`config.mk`:
```
export PLATFORM = sky130hd
export DESIGN_NAME = sfpp_port
export DESIGN_NICKNAME = d
export VERILOG_FILES = /design/src/design/sfpp_pkg.sv /design/src/design/sfpp_page_buf.sv /design/src/design/sfpp_port.sv
export SDC_FILE = /design/constraint.sdc
export NUM_CORES = 1
export LEC_CHECK = 0
export BUFFER_PORTS_ARGS = -buffer_cell sky130_fd_sc_hd__buf_4
export CAP_MARGIN = 30
export CORE_MARGIN = 5
export CORE_UTILIZATION = 40
export CTS_CLUSTER_DIAMETER = 100
export CTS_CLUSTER_SIZE = 8
export DETAILED_ROUTE_END_ITERATION = 10
export GPL_TIMING_DRIVEN = 0
export PLACE_DENSITY = 0.54
export SYNTH_ARGS = -nofsm -noshare
export SYNTH_HDL_FRONTEND = slang
export SYNTH_SLANG_ARGS = --single-unit
```
`constraint.sdc`:
```
create_clock -name clk -period 6 [get_ports clk]
set_clock_uncertainty 0.15 [all_clocks]
set_input_delay 0.6 -clock clk [delete_from_list [all_inputs] [get_ports clk]]
set_output_delay 0.6 -clock clk [all_outputs]
set_load 0.05 [all_outputs]
```
`src/design/sfpp_pkg.sv`:
```
package sfpp_pkg;

   // Clock and timing
   localparam int CLK_MHZ        = 20;
   localparam int PAGE_WRITE_US  = 5400;
   localparam int CHIP_ERASE_MS  = 450;
   localparam int PAGE_WRITE_CYC = PAGE_WRITE_US * CLK_MHZ;
   localparam int CHIP_ERASE_CYC = CHIP_ERASE_MS * 1000 * CLK_MHZ;
   localparam int BUSY_W         = 24;

   // Geometry
   localparam int BUF_AW      = 7;
   localparam int PAGE_AW     = 8;
   localparam int FLASH_AW    = 15;
   localparam int PAGE_BYTES  = 128;
   localparam int TIMING_W    = 6;
   localparam int SIG_COUNT   = 6;

   // Instruction codes
   localparam logic [7:0] OP_PREFIX     = 8'hAC;
   localparam logic [7:0] SUB_ENABLE    = 8'h53;
   localparam logic [7:0] SUB_TIMING    = 8'h5D;
   localparam logic [2:0] SUB_ERASE     = 3'h4;
   localparam logic [2:0] SUB_LOCK_WR   = 3'h7;
   localparam logic [3:0] OP_LOAD_HI    = 4'h4;
   localparam logic [3:0] OP_READ_HI    = 4'h2;
   localparam logic [2:0] OP_HL_LOW     = 3'h0;
   localparam logic [7:0] OP_WRITE_PAGE = 8'h4C;
   localparam logic [7:0] OP_READ_LOCK  = 8'h58;
   localparam logic [7:0] OP_READ_SIG   = 8'h30;

   // Field positions
   localparam int HL_BIT         = 3;
   localparam int LOCK_READ_BIT  = 0;
   localparam int LOCK_SIZE_LSB  = 1;
   localparam int LOCK_BOOT_BIT  = 4;

   // Values
   localparam logic [7:0] LOCK_RESET     = 8'hFF;
   localparam logic [7:0] ERASED_BYTE    = 8'hFF;
   localparam logic [7:0] READ_BUSY_BYTE = 8'hFF;
   localparam logic [7:0] ZERO_BYTE      = 8'h00;
   localparam logic [5:0] TIMING_RESET   = 6'h0A;

   typedef struct packed {
      logic                wr;
      logic                erase;
      logic [FLASH_AW-1:0] addr;
      logic [7:0]          wdata;
   } sfpp_flash_t;

   typedef enum logic [1:0] {
      SFPP_IDLE = 2'b00,
      SFPP_PROGRAMMING_SELECT_N = 2'b01,
      SFPP_WAIT = 2'b10
   } sfpp_state_t;

endpackage

```
`src/design/sfpp_page_buf.sv`:
```
`timescale 1ns/1ps
module sfpp_page_buf (
   input  wire logic                        clk,
   input  wire logic                        wr_en,
   input  wire logic [sfpp_pkg::BUF_AW-1:0] wr_addr,
   input  wire logic [7:0]                  wr_data,
   input  wire logic [sfpp_pkg::BUF_AW-1:0] rd_addr,
   output logic      [7:0]                  rd_data
);
   import sfpp_pkg::*;

   logic [7:0] mem [0:PAGE_BYTES-1];

   always_ff @(posedge clk) begin
      if (wr_en) begin
         mem[wr_addr] <= wr_data;
      end
   end

   always_ff @(posedge clk) begin
      rd_data <= mem[rd_addr];
   end

endmodule // sfpp_page_buf

```
`src/design/sfpp_port.sv`:
```
// Functional notes
// - Enable instruction AC 53 comes first
// - Aligned: echo 53 during byte three
// - Misaligned: return zeros during byte three
// - Set timing loads six bits of byte four
// - Chip erase sets flash and locks high
// - Load writes byte four into buffer
// - Buffer holds 128 bytes, 7-bit address
// - Write page programs buffer to page
// - Page write done in 5.4 ms; reads FF
// - Read returns flash byte in byte four
// - Lock write ANDs byte four into locks
// - Locks return high only by erase
// - Lock size protects top of flash
// - Boot lock bit protects page zero
// - Readback disable returns zeros on read
// - Read locks returns lock byte
// - Read signature returns one of six
// - Slave active only while select is low
// - Sample on rising, shift on falling
`timescale 1ns/1ps
module sfpp_port #(
   parameter int unsigned PAGE_WRITE_CYCLES = sfpp_pkg::PAGE_WRITE_CYC,
   parameter int unsigned CHIP_ERASE_CYCLES = sfpp_pkg::CHIP_ERASE_CYC,
   // Arbitrary identification bytes, byte 0 in the low bits
   parameter logic [47:0] SIGNATURE         = 48'h5A_4B_3C_2D_1E_0F
) (
   input  wire logic                          clk,
   input  wire logic                          resetn,
   input  wire logic                          programming_select_n,
   input  wire logic                          sck,
   input  wire logic                          si,
   output logic                               so,
   input  wire logic [7:0]                    flash_rdata,
   output sfpp_pkg::sfpp_flash_t              flash_req,
   output logic [sfpp_pkg::TIMING_W-1:0]      flash_write_timing,
   output logic [7:0]                         flash_lock_byte,
   output logic                               flash_busy,
   output logic                               serial_enabled
);
   import sfpp_pkg::*;

   logic [1:0]          sck_sync;
   logic [1:0]          si_sync;
   logic [1:0]          sel_sync;
   logic                sck_last;
   logic                active;
   logic                rise;
   logic                fall;
   logic [4:0]          bit_cnt;
   logic [31:0]         shift;
   logic [31:0]         next_shift;
   logic                frame_done;
   logic [2:0]          bit_idx;
   logic [7:0]          out_byte;
   logic [1:0]          rd_stage;
   logic [7:0]          b1;
   logic [7:0]          b2;
   logic [7:0]          b3;
   logic [7:0]          b4;
   logic                enable_match;
   logic                is_read;
   logic                cmd_timing;
   logic                cmd_erase;
   logic                cmd_lock_wr;
   logic                cmd_load;
   logic                cmd_write;
   sfpp_state_t         state;
   logic [BUSY_W-1:0]   busy_cnt;
   logic [PAGE_AW-1:0]  page;
   logic [BUF_AW-1:0]   programming_select_n_idx;
   logic                phase;
   logic [BUF_AW-1:0]   buf_raddr;
   logic [7:0]          buf_rdata;
   logic                buf_wr;

   function automatic logic page_locked(input logic [7:0] pg,
                                        input logic [7:0] lock);
      logic [2:0] size;
      logic       top;
      size = lock[LOCK_SIZE_LSB +: 3];
      case (size)
         3'h0:    top = 1'b1;
         3'h7:    top = 1'b0;
         default: top = (pg >= ~(8'hFF >> size));
      endcase
      // Bits 7:5 play no part here
      return top | ((pg == 8'h00) & ~lock[LOCK_BOOT_BIT]);
   endfunction

   function automatic logic [7:0] sig_byte(input logic [2:0] sel);
      if (int'(sel) < SIG_COUNT) begin
         return SIGNATURE[8*sel +: 8];
      end
      return ZERO_BYTE;
   endfunction

   // Pins come from the programmer's domain
   always_ff @(posedge clk or negedge resetn) begin
      if (!resetn) begin
         sck_sync <= 2'b00;
         si_sync  <= 2'b00;
         sel_sync <= 2'b11;
         sck_last <= 1'b0;
      end else begin
         sck_sync <= {sck_sync[0], sck};
         si_sync  <= {si_sync[0], si};
         sel_sync <= {sel_sync[0], programming_select_n};
         sck_last <= sck_sync[1];
      end
   end

   assign active = ~sel_sync[1];
   assign rise   = active & sck_sync[1] & ~sck_last;
   assign fall   = active & ~sck_sync[1] & sck_last;

   assign next_shift = {shift[30:0], si_sync[1]};
   assign frame_done = rise & (bit_cnt == 5'd31);
   assign b1         = next_shift[31:24];
   assign b2         = next_shift[23:16];
   assign b3         = next_shift[15:8];
   assign b4         = next_shift[7:0];

   // Bit counter and input shifter, MSB first
   always_ff @(posedge clk or negedge resetn) begin
      if (!resetn) begin
         bit_cnt <= 5'd0;
         shift   <= 32'h0000_0000;
      end else if (!active) begin
         bit_cnt <= 5'd0;
         shift   <= 32'h0000_0000;
      end else if (rise) begin
         bit_cnt <= bit_cnt + 5'd1;
         shift   <= next_shift;
      end
   end

   // An extra pulse from the programmer shifts this boundary
   assign enable_match = (next_shift[15:0] == {OP_PREFIX, SUB_ENABLE});

   always_ff @(posedge clk or negedge resetn) begin
      if (!resetn) begin
         serial_enabled <= 1'b0;
      end else if (!active) begin
         serial_enabled <= 1'b0;
      end else if (rise && bit_cnt == 5'd15 && enable_match) begin
         serial_enabled <= 1'b1;
      end
   end

   // Read-type decode on the bytes seen so far
   always_comb begin
      is_read = 1'b0;
      if (next_shift[23:20] == OP_READ_HI
          && next_shift[18:16] == OP_HL_LOW) begin
         is_read = 1'b1;
      end
      if (next_shift[23:16] == OP_READ_LOCK
          || next_shift[23:16] == OP_READ_SIG) begin
         is_read = 1'b1;
      end
   end

   // Answer byte; the read value arrives a few clocks after byte three,
   // which the programmer's ten-period gap
   always_ff @(posedge clk or negedge resetn) begin
      if (!resetn) begin
         out_byte <= ZERO_BYTE;
         rd_stage <= 2'd0;
      end else if (!active) begin
         out_byte <= ZERO_BYTE;
         rd_stage <= 2'd0;
      end else if (rise) begin
         rd_stage <= 2'd0;
         case (bit_cnt)
            5'd15: begin
               if (enable_match) begin
                  out_byte <= SUB_ENABLE;
               end else begin
                  out_byte <= ZERO_BYTE;
               end
            end
            5'd23: begin
               out_byte <= ZERO_BYTE;
               if (serial_enabled && is_read) begin
                  rd_stage <= 2'd2;
               end
            end
            default: begin
               out_byte <= out_byte;
               if (bit_cnt[2:0] == 3'd7) begin
                  out_byte <= ZERO_BYTE;
               end
            end
         endcase
      end else if (rd_stage != 2'd0) begin
         rd_stage <= rd_stage - 2'd1;
         if (rd_stage == 2'd1) begin
            if (state != SFPP_IDLE) begin
               out_byte <= READ_BUSY_BYTE;
            end else if (shift[23:16] == OP_READ_LOCK) begin
               out_byte <= flash_lock_byte;
            end else if (shift[23:16] == OP_READ_SIG) begin
               out_byte <= sig_byte(shift[2:0]);
            end else if (flash_lock_byte[LOCK_READ_BIT]) begin
               out_byte <= flash_rdata;
            end else begin
               out_byte <= ZERO_BYTE;
            end
         end
      end
   end

   // Bit of the answer byte that the next falling edge puts out
   assign bit_idx = 3'd7 - bit_cnt[2:0];

   // Pin moves only at a falling edge, so a bit stands a whole period;
   // a byte loaded at a rising edge waits for the next fall
   always_ff @(posedge clk or negedge resetn) begin
      if (!resetn) begin
         so <= 1'b0;
      end else if (!active) begin
         so <= 1'b0;
      end else if (fall) begin
         so <= out_byte[bit_idx];
      end
   end

   // Whole-instruction decode at the last rising edge
   assign cmd_timing  = frame_done && serial_enabled
                        && b1 == OP_PREFIX && b2 == SUB_TIMING;
   assign cmd_erase   = frame_done && serial_enabled
                        && b1 == OP_PREFIX && b2[7:5] == SUB_ERASE;
   assign cmd_lock_wr = frame_done && serial_enabled
                        && b1 == OP_PREFIX && b2[7:5] == SUB_LOCK_WR;
   assign cmd_load    = frame_done && serial_enabled
                        && b1[7:4] == OP_LOAD_HI && b1[2:0] == OP_HL_LOW;
   assign cmd_write   = frame_done && serial_enabled
                        && b1 == OP_WRITE_PAGE;

   always_ff @(posedge clk or negedge resetn) begin
      if (!resetn) begin
         flash_write_timing <= TIMING_RESET;
      end else if (cmd_timing) begin
         flash_write_timing <= b4[TIMING_W-1:0];
      end
   end

   // Erase is the only way back to ones
   always_ff @(posedge clk or negedge resetn) begin
      if (!resetn) begin
         flash_lock_byte <= LOCK_RESET;
      end else if (cmd_erase && state == SFPP_IDLE) begin
         flash_lock_byte <= ERASED_BYTE;
      end else if (cmd_lock_wr) begin
         flash_lock_byte <= flash_lock_byte & b4;
      end
   end

   // Buffer is left alone while a page is being copied out
   assign buf_wr    = cmd_load && state == SFPP_IDLE;
   assign buf_raddr = programming_select_n_idx;

   sfpp_page_buf u_buf (
      .clk     (clk),
      .wr_en   (buf_wr),
      .wr_addr ({b3[7:2], b1[HL_BIT]}),
      .wr_data (b4),
      .rd_addr (buf_raddr),
      .rd_data (buf_rdata)
   );

   // Page write and erase sequencer
   always_ff @(posedge clk or negedge resetn) begin
      if (!resetn) begin
         state     <= SFPP_IDLE;
         busy_cnt  <= '0;
         page      <= 8'h00;
         programming_select_n_idx  <= '0;
         phase     <= 1'b0;
         flash_req <= '0;
      end else begin
         flash_req.wr    <= 1'b0;
         flash_req.erase <= 1'b0;
         case (state)
            SFPP_IDLE: begin
               if (rise && bit_cnt == 5'd23 && serial_enabled) begin
                  // Only three bytes are in, so they sit one byte low
                  flash_req.addr <= {next_shift[15:8], next_shift[7:2],
                                     next_shift[16 + HL_BIT]};
               end
               if (cmd_erase) begin
                  flash_req.erase <= 1'b1;
                  busy_cnt <= BUSY_W'(CHIP_ERASE_CYCLES - 1);
                  state    <= SFPP_WAIT;
               end else if (cmd_write
                            && !page_locked(b2, flash_lock_byte)) begin
                  page     <= b2;
                  programming_select_n_idx <= '0;
                  phase    <= 1'b0;
                  busy_cnt <= BUSY_W'(PAGE_WRITE_CYCLES - 1);
                  state    <= SFPP_PROGRAMMING_SELECT_N;
               end
            end
            SFPP_PROGRAMMING_SELECT_N: begin
               busy_cnt <= busy_cnt - BUSY_W'(1);
               phase    <= ~phase;
               if (phase) begin
                  flash_req.wr    <= 1'b1;
                  flash_req.addr  <= {page, programming_select_n_idx};
                  flash_req.wdata <= buf_rdata;
                  programming_select_n_idx        <= programming_select_n_idx + BUF_AW'(1);
                  if (programming_select_n_idx == BUF_AW'(PAGE_BYTES - 1)) begin
                     state <= SFPP_WAIT;
                  end
               end
            end
            SFPP_WAIT: begin
               // Counts the rest of the fixed page or erase time
               if (busy_cnt == '0) begin
                  state <= SFPP_IDLE;
               end else begin
                  busy_cnt <= busy_cnt - BUSY_W'(1);
               end
            end
            default: begin
               state <= SFPP_IDLE;
            end
         endcase
      end
   end

   always_ff @(posedge clk or negedge resetn) begin
      if (!resetn) begin
         flash_busy <= 1'b0;
      end else begin
         flash_busy <= (state != SFPP_IDLE);
      end
   end

endmodule // sfpp_port

```
==> flow_summary.json <==
{
  "outcome": "finished clean",
  "post-dp-hpwl_um": 89300,
  "post_synth_instance_area_um2": 47000,
  "synth_largest_area_cell": "sky130_fd_sc_hd__edfxtp_1",
  "synth.area.top_cells": "sky130_fd_sc_hd__edfxtp_1 (65%), sky130_fd_sc_hd__mux4_2 (6.8%), sky130_fd_sc_hd__dfrtp_1 (6.6%)",
  "timing_worst_setup_path_type": "reg -> reg",
  "post_route_cells_drive_above_1_share_pct": 19.8,
  "p_leak_nw": 18.4,
  "critPathCapture": "u_buf.rd_data[2]",
  "drv_cap": 0,
  "floorplan.rows": 125,
  "floorplan.io_pins": 55,
  "muxShareOfSynthArea_pct": 12.7,
  "syn_avg_cell_area_um2": 16.8,
  "timing_max_transition_violations_final": 0,
  "post_synth_edffs": 1024,
  "yosysSeqAreaShare_pct": 73.0,
  "hold_path.class": "in -> reg",
  "synthesis.yosys.warnings": 0,
  "clkSlewWorstSetupHoldPaths_ps": 50,
  "cts_hold_buf": 4,
  "place_congestion": 0.913,
  "met1_usage_pct": 29.0,
  "initial_utilization_pct": 40.4,
  "tritoncts_clock_tree": "built",
  "detailed_routing_iteration_count_for_the_pre_antenna_repair_pass": 6,
  "rr_endpoint": "u_buf.rd_data[2]",
  "placement.io_buffers": 54,
  "finalHoldViolCount": 0,
  "max_slew.worst_pin.slew_ps": 1040,
  "grt_total_usage_pct": 21.3,
  "routed_wire_length_per_instance_um": 29.0,
  "r2r.worst_path.cells": 8,
  "synth.top_cells.by_count": "sky130_fd_sc_hd__edfxtp_1 (1024), sky130_fd_sc_hd__nand2_1 (175), sky130_fd_sc_hd__nor2_1 (169)",
  "antenna_found_initial": 3,
  "hold_path_depth": 5,
  "overflow": 0,
  "cp_common_cell": "sky130_fd_sc_hd__buf_1",
  "post_synth_fa_ha_maj_area_fraction_pct": 0.479,
  "nNetsFinal": 3086,
  "yosysUniqueCellTypes": 73,
  "syn-instance-count": 2797,
  "drc_errors": 0,
  "core_area_um2": 117000,
  "drt-initial-drc-count": 2755,
  "worstPathMaxFanout": 10,
  "post_cts.repair.setup_buffers": 0,
  "cts-buffers-inserted": 164,
  "share_of_the_synthesized_area_in_the_top_cell_type_pct": 65.4,
  "max_slew_margin_pct": 29.8,
  "clock.fmax_mhz": 203,
  "setup_tns_ps": 0,
  "final-instance-count-excl-fill": 4642,
  "clock_sinks": 1169,
  "largest_net_degree_at_the_start_of_global_routing": 93,
  "delay_of_the_slowest_critical_path_stage_ps": 810,
  "syn-num-nets": 2828,
  "yosys.area_share.simple_pct": 6.19,
  "cts_buffer_depth": 3,
  "fin_crit_sh_pct": 82.3,
  "placed_cell_area_um2": 49900,
  "setup_viol": 0,
  "post-place-cells": 4409,
  "fin_area_um2": 54500,
  "worstPathRequired_ps": 6420,
  "antenna_violating_nets_post_route": 0,
  "globalRouteMet3Util_pct": 4.86,
  "clock_insertion_delay_worst_skew_ps": 750,
  "flip_flop_and_latch_count_after_synthesis": 1169,
  "synthArstFlopShare_pct": 11.7,
  "worst-endpoint-arrival_ps": 5360,
  "post_cts_repair_resize_count": 0,
  "setup.worst_path.start_class": "flop",
  "clock_tree.root_cell": "sky130_fd_sc_hd__clkbuf_16",
  "setup.reg_to_reg.worst_slack_ps": 1060,
  "drt-vias-per-instance": 5.81,
  "slowest_stage": "sky130_fd_sc_hd__buf_1",
  "reg2reg_from": "buf_raddr[1]",
  "synth_top_family_by_area": "multiplexers",
  "grt_use_met2_pct": 34.8,
  "min_period_ps": 4940,
  "vdd_ir_drop_max_uv": 273,
  "chipHeight_um": 353,
  "worst_setup_path_startpoint": "buf_raddr[1]",
  "synth_xor_xnor_area_share_pct": 0.0559,
  "die_area_um2": 125000,
  "number_of_global_route_vias_before_repair": 27201,
  "power_density_nw_per_um2": 317,
  "vias": 26966,
  "syn2layout_area_growth_pct": 15.8,
  "pre_cts_ws_ps": 1310,
  "synth-compound-area-share_pct": 5.79,
  "rsz0062_at_grt": "no",
  "die_width_um": 353,
  "routed_wl_um": 135000,
  "timing.critical_path.cells": "buf_2 > buf_1 > buf_1 > mux4_2 > a211oi_1 > nor3_1 > a311oi_1 > a21oi_1",
  "worstSetupEndpointType": "flop",
  "wire_length_of_the_first_global_routing_pass_um": 193000,
  "cts_htree_levels": 4,
  "synth.most_common_cell": "sky130_fd_sc_hd__edfxtp_1",
  "postLayoutSetupSlackWorst_ps": 1060,
  "synthFlopType": "sky130_fd_sc_hd__edfxtp_1",
  "gr-max-usage-layer": "met2"
}
## area by class of cell
type	count	area [µm²]
sequential	1169	34400
clock inverter	11	135
inverter	18	67.6
fill	9813	62000
buffer	174	762
tap	1524	1910
multi-input combinational	1436	11900
clock buffer	217	4390
antenna	1	2.50
timing repair buffer	92	963
## metrics by stage
stage / power [W] / hold slack, ps / utilization (%)
4_1_cts: 0.0174 / 105 / 46.7
3_5_place_dp: 0.00907 / 187 / 42.8
3_3_place_gp: 0.00907 / 185 / 42.4
6_report: 0.0172 / 149 / 46.7
5_1_grt: 0.0178 / 162 / 46.7
2_1_floorplan: 0.00900 / 154 / -
## worst min-delay path by stage
stage	endpoint	start	slack (ps)
floorplan	bit_cnt[0]	resetn	150
global placement	si_sync[1]	si_sync[0]	180
detailed placement	si_sync[1]	si_sync[0]	190
CTS	out_byte[0]	flash_rdata[0]	100
global route	out_byte[6]	flash_rdata[6]	160
finish	out_byte[0]	flash_rdata[0]	150
## report_power, final
part           switching (W)  internal, W
Clock                0.00330      0.00502
Combinational      0.0000840    0.0000319
Sequential         0.0000177      0.00879
Total                0.00340       0.0138
## kinds of logic (layout without fill, tap and decap cells)
family / Yosys count / count (layout)
XOR/XNOR: 3 / 3
other: 0 / 1
AO/OA/AOI/OAI: 409 / 409
multiplexers: 404 / 404
AND/OR/NAND/NOR: 602 / 602
flip-flops: 1169 / 1169
buffers and inverters: 192 / 512
adder cells (fa/ha/maj): 18 / 18
## flip-flops by register name, indices dropped and copies added (netlist names)
register            count
busy_cnt               24
flash_req              25
sck_last                1
flash_write_timing      6
phase                   1
so                      1
sck_sync                2
shift                  31
rd_stage                2
buf_raddr               7
bit_cnt                 5
page                    8
u_buf.rd_data           8
out_byte                8
state                   2
flash_lock_byte         8
flash_busy              1
sel_sync                2
u_buf.mem            1024
serial_enabled          1
si_sync                 2
## critical path, delay by kind of cell (launching register included)
family	cells	cell delay, ps
simple gates	1	210
buf+inv	3	1970
flops	1	440
mux	1	460
compound gates	3	1500
## layout by cell type (no fill, tap or decap), types with 13 or more instances in the layout
cell type | Yosys | routed
sky130_fd_sc_hd__a31oi_1 | 13 | 13
sky130_fd_sc_hd__a2111oi_0 | 15 | 13
sky130_fd_sc_hd__o22ai_1 | 86 | 86
sky130_fd_sc_hd__buf_2 | 35 | 38
sky130_fd_sc_hd__nand2_1 | 175 | 175
sky130_fd_sc_hd__edfxtp_1 | 1024 | 1024
sky130_fd_sc_hd__mux2i_1 | 139 | 139
sky130_fd_sc_hd__mux2_2 | 123 | 123
sky130_fd_sc_hd__mux4_2 | 142 | 142
sky130_fd_sc_hd__a211oi_1 | 42 | 42
sky130_fd_sc_hd__clkbuf_16 | 0 | 168
sky130_fd_sc_hd__nand3_1 | 31 | 31
sky130_fd_sc_hd__o31ai_1 | 27 | 27
sky130_fd_sc_hd__o21ai_0 | 56 | 56
sky130_fd_sc_hd__nor3_1 | 65 | 65
sky130_fd_sc_hd__o221ai_1 | 32 | 32
sky130_fd_sc_hd__ha_1 | 18 | 18
sky130_fd_sc_hd__dfrtp_1 | 125 | 117
sky130_fd_sc_hd__inv_1 | 17 | 17
sky130_fd_sc_hd__a21oi_1 | 88 | 88
sky130_fd_sc_hd__clkbuf_1 | 109 | 154
sky130_fd_sc_hd__nor2b_1 | 83 | 83
sky130_fd_sc_hd__nor2_1 | 169 | 169
sky130_fd_sc_hd__buf_1 | 14 | 24
sky130_fd_sc_hd__buf_4 | 16 | 69
## per-layer routing
metal | vias up | wire (µm) | part of all wire [%]
met1 | 14085 | 56000 | 42
met2 | 1102 | 65100 | 48
met4 | 0 | 2960 | 2.2
met3 | 204 | 10600 | 7.9
li1 | 11575 | - | -
met5 | - | 0 | 0
Note: power is estimated with default switching activity, not from simulation.
